### config.mk
export PLATFORM = sky130hd
export DESIGN_NAME = mcbh_top
export DESIGN_NICKNAME = d
export VERILOG_FILES = /design/src/rtl/mcbh_pkg.sv /design/src/rtl/mcbh_edge_if.sv /design/src/rtl/mcbh_edge_det.sv /design/src/rtl/mcbh_preset_sel.sv /design/src/rtl/mcbh_top.sv
export SDC_FILE = /design/constraint.sdc
export NUM_CORES = 1
export LEC_CHECK = 0
export BUFFER_PORTS_ARGS = -buffer_cell sky130_fd_sc_hd__buf_2
export CORE_MARGIN = 4
export CORE_UTILIZATION = 41
export CTS_BUF_LIST = sky130_fd_sc_hd__clkbuf_2 sky130_fd_sc_hd__clkbuf_4 sky130_fd_sc_hd__clkbuf_8
export CTS_CLUSTER_SIZE = 8
export DETAILED_ROUTE_END_ITERATION = 16
export MAX_ROUTING_LAYER = met4
export PLACE_DENSITY = 0.84
export SETUP_SLACK_MARGIN = 0.1
export SLEW_MARGIN = 20
export SYNTH_ARGS = -nofsm -noshare
export SYNTH_HDL_FRONTEND = slang
export SYNTH_HIERARCHICAL = 1
export SYNTH_SLANG_ARGS = --single-unit
### constraint.sdc
create_clock -name clock -period 2.2 [get_ports clock]
set_input_delay 0.33 -clock clock [delete_from_list [all_inputs] [get_ports clock]]
set_output_delay 0.33 -clock clock [all_outputs]
set_load 0.005 [all_outputs]
### src/rtl/mcbh_pkg.sv
package mcbh_pkg;

    // ==========================================================
    // Command byte 2 bit positions
    localparam int CancelBit = 0;
    localparam int HoldBit   = 1;
    localparam int JogBit    = 3;
    localparam int StepBit   = 4;
    localparam int StaBit    = 5;
    localparam int TblBit    = 6;
    localparam int HomeBit   = 7;

    // ==========================================================
    // Command byte 3 bit positions
    localparam int IncBit = 0;
    localparam int DirBit = 1;

    // ==========================================================
    // Status byte 2 and 3 bit positions
    localparam int BusyBit  = 0;
    localparam int HoldRBit = 1;
    localparam int HomePBit = 3;
    localparam int NearBit  = 4;
    localparam int InPosBit = 5;
    localparam int NotBit   = 6;
    localparam int FwdBit   = 7;

    // ==========================================================
    // Reset values and widths
    localparam logic [7:0] CmdReset  = 8'h00;
    localparam logic [7:0] StatReset = 8'h00;
    localparam int         DistW     = 32;
    localparam int         DataW     = 32;

    // ==========================================================
    // Move kinds sent to the motion core
    typedef enum logic [2:0] {
        MCBH_MV_NONE = 3'h0,
        MCBH_MV_JOG  = 3'h1,
        MCBH_MV_STEP = 3'h3,
        MCBH_MV_STA  = 3'h2,
        MCBH_MV_TBL  = 3'h6,
        MCBH_MV_HOME = 3'h7
    } mcbh_move_e;

    // ==========================================================
    // Sequencer states, Gray along idle-run-stop; stop to idle flips both bits
    typedef enum logic [1:0] {
        MCBH_IDLE = 2'h0,
        MCBH_RUN  = 2'h1,
        MCBH_STOP = 2'h3
    } mcbh_state_e;

endpackage

### src/rtl/mcbh_edge_if.sv
// ==========================================================
// Edge results of one command frame
interface mcbh_edge_if;
    logic [7:0] bits2;
    logic [7:0] rise2;
    logic [7:0] fall2;
    logic [7:0] bits3;

    modport src (output bits2, output rise2, output fall2, output bits3);
    modport dst (input bits2, input rise2, input fall2, input bits3);
endinterface

### src/rtl/mcbh_edge_det.sv
// ==========================================================
// Frame edge detector
module mcbh_edge_det (
    input  wire logic   clock,
    input  wire logic   nrst,
    input  wire logic   frameValid,
    input  wire logic [7:0] cmdByte2,
    input  wire logic [7:0] cmdByte3,
    mcbh_edge_if.src    edges
);
    logic [7:0] prev2_q;
    logic [7:0] prev2_d;
    logic [7:0] cur3_q;
    logic [7:0] cur3_d;

    // Edges only exist in the cycle a frame arrives
    always_comb begin
        prev2_d = frameValid ? cmdByte2 : prev2_q;
        cur3_d  = frameValid ? cmdByte3 : cur3_q;
    end

    always_ff @(posedge clock) begin
        if (!nrst) begin
            prev2_q <= mcbh_pkg::CmdReset;
            cur3_q  <= mcbh_pkg::CmdReset;
        end else begin
            prev2_q <= prev2_d;
            cur3_q  <= cur3_d;
        end
    end

    // Compare each frame against the one before it
    assign edges.rise2 = frameValid ? (cmdByte2 & ~prev2_q) : 8'h00;
    assign edges.fall2 = frameValid ? (~cmdByte2 & prev2_q) : 8'h00;
    assign edges.bits2 = frameValid ? cmdByte2 : prev2_q;
    assign edges.bits3 = frameValid ? cmdByte3 : cur3_q;
endmodule

### src/rtl/mcbh_preset_sel.sv
// ==========================================================
// Fixed-distance preset selector
module mcbh_preset_sel (
    input  wire logic [1:0]              sel,
    input  wire logic [mcbh_pkg::DistW-1:0] presetDistance0,
    input  wire logic [mcbh_pkg::DistW-1:0] presetDistance1,
    input  wire logic [mcbh_pkg::DistW-1:0] presetDistance2,
    input  wire logic [mcbh_pkg::DistW-1:0] presetDistance3,
    output logic      [mcbh_pkg::DistW-1:0] distance
);
    // Selector 0..3 picks one of four preset distances
    always_comb begin
        case (sel)
            2'h0:    distance = presetDistance0;
            2'h1:    distance = presetDistance1;
            2'h2:    distance = presetDistance2;
            default: distance = presetDistance3;
        endcase
    end
endmodule

### src/rtl/mcbh_top.sv
// What this block does
// - Rising fixed-distance bit starts a preset-distance move from present position.
// - Fixed-distance bit falling mid-move decelerates to stop, drops remaining travel.
// - Command data selector 0..3 picks one of four preset distances.
// - Direction bit 0 means positive, 1 negative; motion follows it.
// - Direction used for manual, fixed-distance, station moves; ignored otherwise.
// - Rising station bit starts a move to the commanded station number.
// - Station bit falling mid-move decelerates to stop, cancels remaining travel.
// - Station number absolute when relative selector 0, relative when 1.
// - Rising point-table bit starts a move using the commanded entry.
// - Point-table bit falling mid-move decelerates to stop, cancels travel.
// - Rising origin search bit starts search of configured mode.
// - Origin bit falling stops search; re-setting it does not resume.
// - Relative selector 0 absolute, 1 relative for station and table moves.
// - Status bytes 2 and 3 laid out with flags and zero bits.
// - Progressing flag high while a move executes and motion is output.
// - Progressing flag cleared on completion, cancel or other stop.
// - Holding flag high while a host hold request lasts during a running move.
// - Manual feed acknowledge follows its command bit even if unrunnable.
// - Fixed-distance acknowledge follows its command bit even if unrunnable.
// - Station acknowledge follows its command bit even if unrunnable.
// - Rising manual feed bit starts continuous motion until bit falls.
module mcbh_top (
    input  wire logic                        clock,
    input  wire logic                        nrst,
    input  wire logic                        frameValid,
    input  wire logic [7:0]                  cmdByte2,
    input  wire logic [7:0]                  cmdByte3,
    input  wire logic [mcbh_pkg::DataW-1:0]  cmdData,
    input  wire logic [mcbh_pkg::DistW-1:0]  presetDistance0,
    input  wire logic [mcbh_pkg::DistW-1:0]  presetDistance1,
    input  wire logic [mcbh_pkg::DistW-1:0]  presetDistance2,
    input  wire logic [mcbh_pkg::DistW-1:0]  presetDistance3,
    input  wire logic [3:0]                  originSearchModeParam,
    input  wire logic                        servoReady,
    input  wire logic                        motionDone,
    input  wire logic                        motionStopped,
    input  wire logic                        homePositionFlag,
    input  wire logic                        nearFlag,
    input  wire logic                        inPositionFlag,
    input  wire logic                        reverseLimitInput,
    input  wire logic                        forwardLimitInput,
    output logic                             moveStart,
    output logic [2:0]                       moveKind,
    output logic                             moveDecel,
    output logic                             moveHold,
    output logic                             moveNegative,
    output logic                             moveRelative,
    output logic [mcbh_pkg::DistW-1:0]       moveDistance,
    output logic [mcbh_pkg::DataW-1:0]       moveTarget,
    output logic [3:0]                       moveOriginMode,
    output logic [7:0]                       statusByte2,
    output logic [7:0]                       statusByte3
);
    // ==========================================================
    // Frame edges
    mcbh_edge_if edges ();

    mcbh_edge_det uEdge (
        .clock     (clock),
        .nrst      (nrst),
        .frameValid(frameValid),
        .cmdByte2  (cmdByte2),
        .cmdByte3  (cmdByte3),
        .edges     (edges)
    );

    // Preset follows the low data bits every cycle; only the value
    // on the starting frame is latched into the move
    logic [mcbh_pkg::DistW-1:0] presetSel;

    mcbh_preset_sel uSel (
        .sel            (cmdData[1:0]),
        .presetDistance0(presetDistance0),
        .presetDistance1(presetDistance1),
        .presetDistance2(presetDistance2),
        .presetDistance3(presetDistance3),
        .distance       (presetSel)
    );

    // ==========================================================
    // Sequencer state
    mcbh_pkg::mcbh_state_e state_q;
    mcbh_pkg::mcbh_state_e state_d;
    mcbh_pkg::mcbh_move_e  kind_q;
    mcbh_pkg::mcbh_move_e  kind_d;

    // One-cycle pulses to the motion core
    logic                  start_q;
    logic                  start_d;
    logic                  decel_q;
    logic                  decel_d;

    // Hold level and move parameters
    logic                  hold_q;
    logic                  hold_d;
    logic                  neg_q;
    logic                  neg_d;
    logic                  rel_q;
    logic                  rel_d;
    logic [mcbh_pkg::DistW-1:0] dist_q;
    logic [mcbh_pkg::DistW-1:0] dist_d;
    logic [mcbh_pkg::DataW-1:0] tgt_q;
    logic [mcbh_pkg::DataW-1:0] tgt_d;
    logic [3:0]            omode_q;
    logic [3:0]            omode_d;

    // Status byte registers
    logic [7:0]            st2_q;
    logic [7:0]            st2_d;
    logic [7:0]            st3_q;
    logic [7:0]            st3_d;

    // Frame view: live bytes on a frame, last frame otherwise
    logic [7:0] b2;
    logic [7:0] r2;
    logic [7:0] f2;
    logic [7:0] b3;
    logic       running;
    logic       ownBitFell;
    logic       stopReq;
    logic       busy;

    assign b2 = edges.bits2;
    assign r2 = edges.rise2;
    assign f2 = edges.fall2;
    assign b3 = edges.bits3;
    assign running = (state_q == mcbh_pkg::MCBH_RUN);

    // ==========================================================
    // Stop detection
    // Falling edge of the bit that owns the running move; falls
    // of other bits leave the move alone
    always_comb begin
        case (kind_q)
            mcbh_pkg::MCBH_MV_JOG:  ownBitFell = f2[mcbh_pkg::JogBit];
            mcbh_pkg::MCBH_MV_STEP: ownBitFell = f2[mcbh_pkg::StepBit];
            mcbh_pkg::MCBH_MV_STA:  ownBitFell = f2[mcbh_pkg::StaBit];
            mcbh_pkg::MCBH_MV_TBL:  ownBitFell = f2[mcbh_pkg::TblBit];
            mcbh_pkg::MCBH_MV_HOME: ownBitFell = f2[mcbh_pkg::HomeBit];
            default:                ownBitFell = 1'b0;
        endcase
    end

    // Cancel or a dropped command bit both end the move; cancel
    // counts on its rise, so a bit left set blocks no later move
    assign stopReq = ownBitFell | r2[mcbh_pkg::CancelBit];

    // ==========================================================
    // Move sequencing
    // Start selection, stop handling and completion
    always_comb begin
        state_d = state_q;
        kind_d  = kind_q;
        start_d = 1'b0;
        decel_d = 1'b0;
        dist_d  = dist_q;
        tgt_d   = tgt_q;
        neg_d   = neg_q;
        rel_d   = rel_q;
        omode_d = omode_q;
        case (state_q)
            mcbh_pkg::MCBH_IDLE: begin
                // Only one start per frame; origin search has top priority
                // and a servo that is off simply ignores the request
                if (servoReady && (r2[7:3] != 5'h00)) begin
                    start_d = 1'b1;
                    state_d = mcbh_pkg::MCBH_RUN;
                    rel_d   = b3[mcbh_pkg::IncBit];
                    neg_d   = 1'b0;
                    tgt_d   = cmdData;
                    dist_d  = '0;
                    if (r2[mcbh_pkg::HomeBit]) begin
                        kind_d  = mcbh_pkg::MCBH_MV_HOME;
                        omode_d = originSearchModeParam;
                    end else if (r2[mcbh_pkg::TblBit]) begin
                        // Entry data sets the way; direction stays 0
                        kind_d = mcbh_pkg::MCBH_MV_TBL;
                    end else if (r2[mcbh_pkg::StaBit]) begin
                        kind_d = mcbh_pkg::MCBH_MV_STA;
                        neg_d  = b3[mcbh_pkg::DirBit];
                    end else if (r2[mcbh_pkg::StepBit]) begin
                        kind_d = mcbh_pkg::MCBH_MV_STEP;
                        dist_d = presetSel;
                        neg_d  = b3[mcbh_pkg::DirBit];
                        // Always measured from the present position
                        rel_d  = 1'b1;
                    end else begin
                        // Manual feed is the only kind left
                        kind_d = mcbh_pkg::MCBH_MV_JOG;
                        neg_d  = b3[mcbh_pkg::DirBit];
                    end
                end
            end
            mcbh_pkg::MCBH_RUN: begin
                // New starts are dropped, not queued; a stop outranks
                // a completion that lands in the same cycle
                if (stopReq) begin
                    decel_d = 1'b1;
                    state_d = mcbh_pkg::MCBH_STOP;
                end else if (motionDone) begin
                    state_d = mcbh_pkg::MCBH_IDLE;
                    kind_d  = mcbh_pkg::MCBH_MV_NONE;
                end
            end
            mcbh_pkg::MCBH_STOP: begin
                // Remaining travel is dropped; no resume of a search
                if (motionStopped) begin
                    state_d = mcbh_pkg::MCBH_IDLE;
                    kind_d  = mcbh_pkg::MCBH_MV_NONE;
                end
            end
            default: begin
                // Unused state code: back to idle without a decel
                state_d = mcbh_pkg::MCBH_IDLE;
                kind_d  = mcbh_pkg::MCBH_MV_NONE;
            end
        endcase
    end

    // ==========================================================
    // Response status
    // Progressing follows the next state: it rises with the start
    // pulse and drops in the cycle the move ends or is stopped
    assign busy = (state_d == mcbh_pkg::MCBH_RUN);

    // Response status bytes; acks echo every frame, even when no
    // move could start, so only progressing shows real motion
    always_comb begin
        // Hold reaches the core only while a move runs
        hold_d = b2[mcbh_pkg::HoldBit] & running;
        st2_d  = mcbh_pkg::StatReset;
        st2_d[7:3] = b2[7:3];
        st2_d[mcbh_pkg::HoldRBit] = b2[mcbh_pkg::HoldBit] & (running | hold_q);
        st2_d[mcbh_pkg::BusyBit]  = busy;
        st3_d  = mcbh_pkg::StatReset;
        st3_d[mcbh_pkg::FwdBit]   = forwardLimitInput;
        st3_d[mcbh_pkg::NotBit]   = reverseLimitInput;
        st3_d[mcbh_pkg::InPosBit] = inPositionFlag;
        st3_d[mcbh_pkg::NearBit]  = nearFlag;
        st3_d[mcbh_pkg::HomePBit] = homePositionFlag;
        st3_d[mcbh_pkg::DirBit]   = b3[mcbh_pkg::DirBit];
        st3_d[mcbh_pkg::IncBit]   = b3[mcbh_pkg::IncBit];
    end

    // Status registers, one cycle behind the frame
    always_ff @(posedge clock) begin
        if (!nrst) begin
            hold_q <= 1'b0;
            st2_q  <= mcbh_pkg::StatReset;
            st3_q  <= mcbh_pkg::StatReset;
        end else begin
            hold_q <= hold_d;
            st2_q  <= st2_d;
            st3_q  <= st3_d;
        end
    end

    // ==========================================================
    // Registers
    always_ff @(posedge clock) begin
        if (!nrst) begin
            state_q <= mcbh_pkg::MCBH_IDLE;
            kind_q  <= mcbh_pkg::MCBH_MV_NONE;
            start_q <= 1'b0;
            decel_q <= 1'b0;
            neg_q   <= 1'b0;
            rel_q   <= 1'b0;
            dist_q  <= '0;
            tgt_q   <= '0;
            omode_q <= 4'h0;
        end else begin
            state_q <= state_d;
            kind_q  <= kind_d;
            start_q <= start_d;
            decel_q <= decel_d;
            neg_q   <= neg_d;
            rel_q   <= rel_d;
            dist_q  <= dist_d;
            tgt_q   <= tgt_d;
            omode_q <= omode_d;
        end
    end

    // ==========================================================
    // Outputs
    // Outputs straight from flip-flops, free of decode glitches
    assign moveStart      = start_q;
    assign moveKind       = kind_q;
    assign moveDecel      = decel_q;
    assign moveHold       = hold_q;
    assign moveNegative   = neg_q;
    assign moveRelative   = rel_q;
    assign moveDistance   = dist_q;
    assign moveTarget     = tgt_q;
    assign moveOriginMode = omode_q;
    assign statusByte2    = st2_q;
    assign statusByte3    = st3_q;
endmodule

==> summary.md, run 1 <==
| Metric | Value |
|---|---|
| Synth Area per Inst | 11.1 um^2 |
| Post-Syn Area | between 4000 and 5000 um^2 |
| Post-CTS Resized | 0 |
| FMAX | 484 MHz |
| Buf/Inv on CP | 0 |
| Critical Path Start | uEdge/prev2_q[6] |
| Peak supply drop | 370 uV |
| IO Port Bufs | between 200 and 300 |
| Initial antenna violation count | 2 |
| Total Nets Final | 862 |
| CP Class | reg2reg |
| Yosys warning count | 6 |
| 1st-pass router iterations | 4 |
| Largest delay contributor family on the critical path | simple AND/OR/NAND/NOR gates |
| Setup TNS | 0 ns |
| R2r worst-path depth | 5 |
| Core footprint | roughly 11000 um^2 |
| Routed vias/inst | between 5 and 6 |
| Total Wirelength | ~14 mm |
| Root buf cell | clkbuf_8 |
| Number of max-cap violations | 0 |
| First-pass GRT wire length | 21.1 mm |
| Reg2Reg Setup Slack | 0.13 ns |
| Die height | 114 um |
| Clk pwr share | 0.299 |
| Clock Sinks | 101 |
| Switching Fraction | 0.271 |
| Gate power share | 0.186 |
| Share of cells above drive strength 1 | 0.513 |
| Critical-path top delay cell | or4_4 |
| GP Congestion | 0.967 |
| Worst-path maximum fanout | 16 |
| Io pins | 283 |
| Cts hold-fix bufs | 0 |
| Rel. slew slack | 0.632 |
| CTS tree | yes |
| Layout Skew | 0.0108 ns |
| RSZ-0062 raised after global routing | true |
| Leakage | 2.99 nW |
| Hold Crit Class | in2reg |
| Setup bufs post-CTS | 0 |
| RR Startpoint | uEdge/prev2_q[6] |
| Final Util | 0.567 |
| Final setup viols | 0 |
| Min Tclk post-route | 2.07 ns |
| Crit path capture type | flip-flop |
| DRC viols | 0 |
| Total GRT Usage | 0.214 |
| Grt total ovfl | 0 |
| Initial DRC count | 310 |
| Routed Antenna Nets | 0 |
| Period Utilization, post-route | 0.940 |
| CP cell instances | and3b_2, or4_4, o211ai_4, and2_2, a22o_1 |
| Worst Tran Pin Value | 0.550 ns |
| CP startpoint kind | flip-flop |
| Status | finished, final reports clean |
| Power per cell area | 621 nW/um^2 |
| Final hold vios | 0 |
| Clk_lat worst skew | between 0.3 and 0.4 ns |
| Syn Inst Count | between 400 and 500 |
| CTS buffer count | 9 |
| Per-cell routed wire length | 17.4 um |
| Hold Path Depth | 2 |
| Max clock buf depth | 2 |
| Int Power | 2.80 mW |
| Area growth syn-to-layout | 35.0% |
| H-tree Lvls | 3 |
| Initial core utilization | 0.420 |
| Chip Width | 114 um |
| Vias in the first global route | 4191 |
| CTS clk-pin slew, worst paths | roughly 0.10 ns |
| Sequential share of power | 0.515 |
| Reg2reg end | moveDistance[20] |
| Worst path depth | 5 |
| End of the critical path | moveDistance[20] |
| Critical path's largest stage delay | 0.53 ns |
| Net Switching | 1.04 mW |
| CP required | ~2.5 ns |
| Largest net degree at the start of global routing | 63 |
| # rows | 38 |
| Detailed placement HPWL | approximately 11 mm |
| Vias post-DR | approximately 4200 |
| Slew Limit Fails | 0 |
| Critical Path AT | 2.38 ns |
| Area of the die | 12900 um^2 |
==> per-layer routing <==
metal  GRT usage  wire length [um]  vias to the layer above
met1       0.242              5340                     1965
li1            -                 -                     1998
met2       0.350              7090                      207
met5           -                 0                        -
met4       0.107               514                        0
met3      0.0562              1300                       36
==> layout make-up <==
class	instances	area (um^2)
diodes	2	5.00
clock buffers	11	151
clock inverters	5	41.3
fillers	950	4720
inverters	2	7.51
multi-input cells	273	2300
flip-flops and latches	101	2020
well taps	140	175
repair buffers	284	1470
==> worst min-delay path by stage <==
stage | from | to | slack (ns)
2_1_floorplan | nrst | uEdge/prev2_q[0] | 0.45
5_1_grt | reverseLimitInput | statusByte3[6] | 0.14
3_3_place_gp | moveTarget[6] | moveTarget[6] | 0.45
6_report | nearFlag | statusByte3[4] | 0.16
4_1_cts | nearFlag | statusByte3[4] | 0.12
3_5_place_dp | moveTarget[12] | moveTarget[12] | 0.46
==> state kept, by name (all words and copies together) (netlist names), 2 cells and up <==
signal and flops:
moveKind 3, moveOriginMode 4, uEdge/prev2_q 7, moveDistance 32, moveTarget 32, statusByte3 7, uEdge/cur3_q 2, state_q 2
statusByte2 7
==> placed cells by master (no fill, tap or decap), types with 4 or more instances in the layout <==
cell and n:
mux2i_1 6, mux4_2 30, buf_2 273, nand3_1 6, and3b_1 5, clkbuf_8 11
dfxtp_1 101, o21ai_0 4, and2_1 19, a21boi_0 33, o211a_1 4, nor2_1 9
a22o_1 32, mux2_4 7, buf_4 9, nand2_1 76, nor2b_1 5
==> power groups by stage <==
stage / registers (mW) / logic, mW / clock network (mW)
finish: 1.97 / 0.714 / 1.15
global route: 1.98 / 0.786 / 1.25
CTS: 1.97 / 0.711 / 1.19
detailed placement: 2.01 / 0.709 / 0
global placement: 2.01 / 0.688 / 0
floorplan: 2.02 / 0.407 / 0
==> stage by stage <==
stage | setup slack, ns | hold WS (ns) | cells | cell area [um^2] | power, mW
CTS | 0.135 | 0.125 | 815 | 6150 | 3.87
global placement | 0.0414 | 0.449 | 799 | 5960 | 2.70
global route | 0.0360 | 0.137 | 818 | 6170 | 4.03
finish | 0.132 | 0.158 | 818 | 6170 | 3.83
detailed placement | 0.0190 | 0.460 | 799 | 5960 | 2.72
floorplan | 0.0820 | 0.452 | 412 | 4600 | 2.42
==> worst reg2reg max path: cells and delay by family, from the launching register on <==
kind               cells  cell delay (ns)
AOI/OAI and AO/OA      2             0.46
DFF                    1             0.37
and+or+nand+nor        3             1.19
Power figures use the tool's default switching activity.
==> run 2, diff against run 1 <==
--- a/config.mk
+++ b/config.mk
@@ -5,14 +5,15 @@
 export SDC_FILE = /design/constraint.sdc
 export NUM_CORES = 1
 export LEC_CHECK = 0
+export ABC_AREA = 1
 export BUFFER_PORTS_ARGS = -buffer_cell sky130_fd_sc_hd__buf_2
 export CORE_MARGIN = 4
-export CORE_UTILIZATION = 41
+export CORE_UTILIZATION = 42
 export CTS_BUF_LIST = sky130_fd_sc_hd__clkbuf_2 sky130_fd_sc_hd__clkbuf_4 sky130_fd_sc_hd__clkbuf_8
 export CTS_CLUSTER_SIZE = 8
 export DETAILED_ROUTE_END_ITERATION = 16
 export MAX_ROUTING_LAYER = met4
-export PLACE_DENSITY = 0.84
+export PLACE_DENSITY = 0.83
 export SETUP_SLACK_MARGIN = 0.1
 export SLEW_MARGIN = 20
 export SYNTH_ARGS = -nofsm -noshare
==> run 2 against run 1 <==
Compared with the run above:
- cell count is 33% higher
- register-to-register slack better by 0.33 ns
- flip-flop and latch count stayed put
- power increased by 3.1%
- hold slack worse by 0.0082 ns
- global-route usage grew 0.13 points
- clock power hardly changed
- first-iteration DRC count is 24% higher
- worst setup slack gained 0.33 ns
- final area grew 4.7%
- largest power group unchanged
==> summary.md, run 2 <==
| Metric | Value |
|---|---|
| CTS buffer count | 9 (unchanged) |
| Ant. Diodes | 0 (-2) |
| Initial DRC count | 385 (+24%) |
| Clock Sinks | 101 (unchanged) |
| Routed vias/inst | 5.13 (-0.26%) |
| Routed Antenna Nets | 0 (unchanged) |
| Critical-path top delay cell | nor3_1 |
| Vias in the first global route | 4888 (+17%) |
| Detailed placement HPWL | 11.9 mm (+7.4%) |
| Power per cell area | 612 nW/um^2 (-1.5%) |
| CP Class | reg2reg |
| Vias post-DR | 5580 (+33%) |
| Period Utilization, post-route | 0.789 (-0.151) |
| Final hold vios | 0 (unchanged) |
| Cts hold-fix bufs | 0 (unchanged) |
| Status | finished, final reports clean |
| Most frequent cells in the layout | 273 x buf_2, 166 x nand2_1, 157 x nand3_1 |
| Hold Crit Class | in2reg |
| Post-Syn Area | 5010 um^2 (+9.8%) |
| Worst Tran Pin Value | 0.826 ns (+0.276 ns) |
| Final setup viols | 0 (unchanged) |
| Number of max-cap violations | 0 (unchanged) |
| Max clock buf depth | 2 (unchanged) |
| IO Port Bufs | 273 (unchanged) |
| Grt total ovfl | 0 (unchanged) |
| DRC viols | 0 (unchanged) |
| # rows | 39 (+2.6%) |
| Crit path capture type | flip-flop |
| RSZ-0062 raised after global routing | false |
| Syn Inst Count | 694 (+69%) |
| Area of the die | 13700 um^2 (+6.6%) |
| GP Congestion | 0.849 (-12%) |
| Setup TNS | 0 ns (unchanged) |
| Area growth syn-to-layout | 28.8% |
| Layout Cell Area excl Fill | 6460 um^2 (+4.7%) |
| Peak supply drop | 399 uV (+8.0%) |
| Total instance count after detailed placement | 1072 (+34%) |
| Total Nets Final | 1131 (+31%) |
| Min Tclk post-route | 1.73 ns (-0.333 ns) |
| H-tree Lvls | 3 (unchanged) |
| Critical path's largest stage delay | 0.38 ns (-0.15 ns) |
| Clk_lat worst skew | 0.36 ns (about the same) |
| Io pins | 283 (unchanged) |
| Final Util | 0.558 (-0.00806) |
| Total Wirelength | 15.8 mm (+11%) |
| Overall power | 3.95 mW (+3.1%) |
| Synth Area per Inst | 7.22 um^2 (-35%) |
| Setup bufs post-CTS | 0 (unchanged) |
| Slew Limit Fails | 0 (unchanged) |
| DP Area | 6270 um^2 (+5.1%) |
| Yosys warning count | 6 (unchanged) |
| Critical Path AT | 2.03 ns (-0.35 ns) |
| Root buf cell | clkbuf_8 |
| CTS clk-pin slew, worst paths | 0.10 ns (about the same) |
| FILL cells | 1111 (+17%) |
| CP cell instances | nor3_1, nor2_2, nand3b_2, nand3_4, nor2_4, buf_4, nand3_1, nand2_1 |
| Per-cell routed wire length | 14.5 um (-17%) |
| Post-CTS Resized | 0 (unchanged) |
| Rel. slew slack | 0.449 (-0.184) |
| 1st-pass router iterations | 5 (+1) |
| Chip Width | 117 um (+3.3%) |
| Initial core utilization | 0.434 (+0.0140) |
| CTS tree | yes |
| Reg2Reg Setup Slack | 0.47 ns (+0.33 ns) |
| FMAX | 576 MHz (+19%) |
| Die height | 117 um (+3.3%) |
| CP startpoint kind | flip-flop |
| Largest net degree at the start of global routing | 66 (+4.8%) |
| Initial antenna violation count | 0 (-2) |
| Worst-path maximum fanout | 17 (+1) |
| First-pass GRT wire length | 23.0 mm (+8.6%) |
| Share of cells above drive strength 1 | 0.372 (-0.141) |
| CP required | 2.50 ns (about the same) |
| Area of the multi-input gates | 2350 um^2 (+2.1%) |
| Total GRT Usage | 0.215 (+0.00127) |
| Largest delay contributor family on the critical path | simple AND/OR/NAND/NOR gates |
| Buf/Inv on CP | 1 (+1) |
| Commonest non-fill, non-tap cell in the layout | buf_2 |
| Leakage | 3.41 nW (+14%) |
| Layout Skew | 0.0117 ns (+0.000855 ns) |
| Non-filler cells, final | 1088 (+33%) |
| Core footprint | 11600 um^2 (+6.2%) |
| FF/Latch Area | 2020 um^2 (unchanged) |
## run 2: layer usage
metal / GRT usage / share of wire / wire length (um)
met1: 0.245 / 0.39 / 6190
met2: 0.379 / 0.50 / 7940
met3: 0.0488 / 0.084 / 1330
met4: 0.0573 / 0.019 / 304
met5: - / 0 / 0
## run 2: where the power goes
group          switching, mW  internal [mW]  total [mW]
Combinational          0.491          0.354       0.845
Clock                  0.663          0.465        1.13
Sequential            0.0513           1.93        1.98
## run 2: tightest hold or removal path, delay by kind of cell
kind          cells  cell delay [ns]
simple gates      1             0.04
buf+inv           2             0.11
## run 2: cell type report
class                           instances  share of cell area
Multi-Input combinational cell        482               0.364
Clock inverter                          6             0.00852
Sequential cell                       101               0.313
Clock buffer                           10              0.0213
Tap cell                              143              0.0277
Inverter                               57              0.0335
Timing Repair Buffer                  289               0.232
## run 2: through the flow
stage | setup slack (ns) | hold slack [ns]
after floorplan | 0.339 | 0.428
after global placement | 0.251 | 0.449
after detailed placement | 0.230 | 0.452
after CTS | 0.445 | 0.126
after global routing | 0.293 | 0.132
final | 0.465 | 0.150
## run 2: path summary, 6_finish.rpt
kind / start / cells after the start / end
worst min-delay path: nearFlag / 3 / statusByte3[4]
worst max-delay path: uEdge/prev2_q[7] / 8 / moveDistance[26]
worst max register to register: uEdge/prev2_q[7] / 8 / moveDistance[26]
worst min register to register: moveTarget[27] / 2 / moveTarget[27]
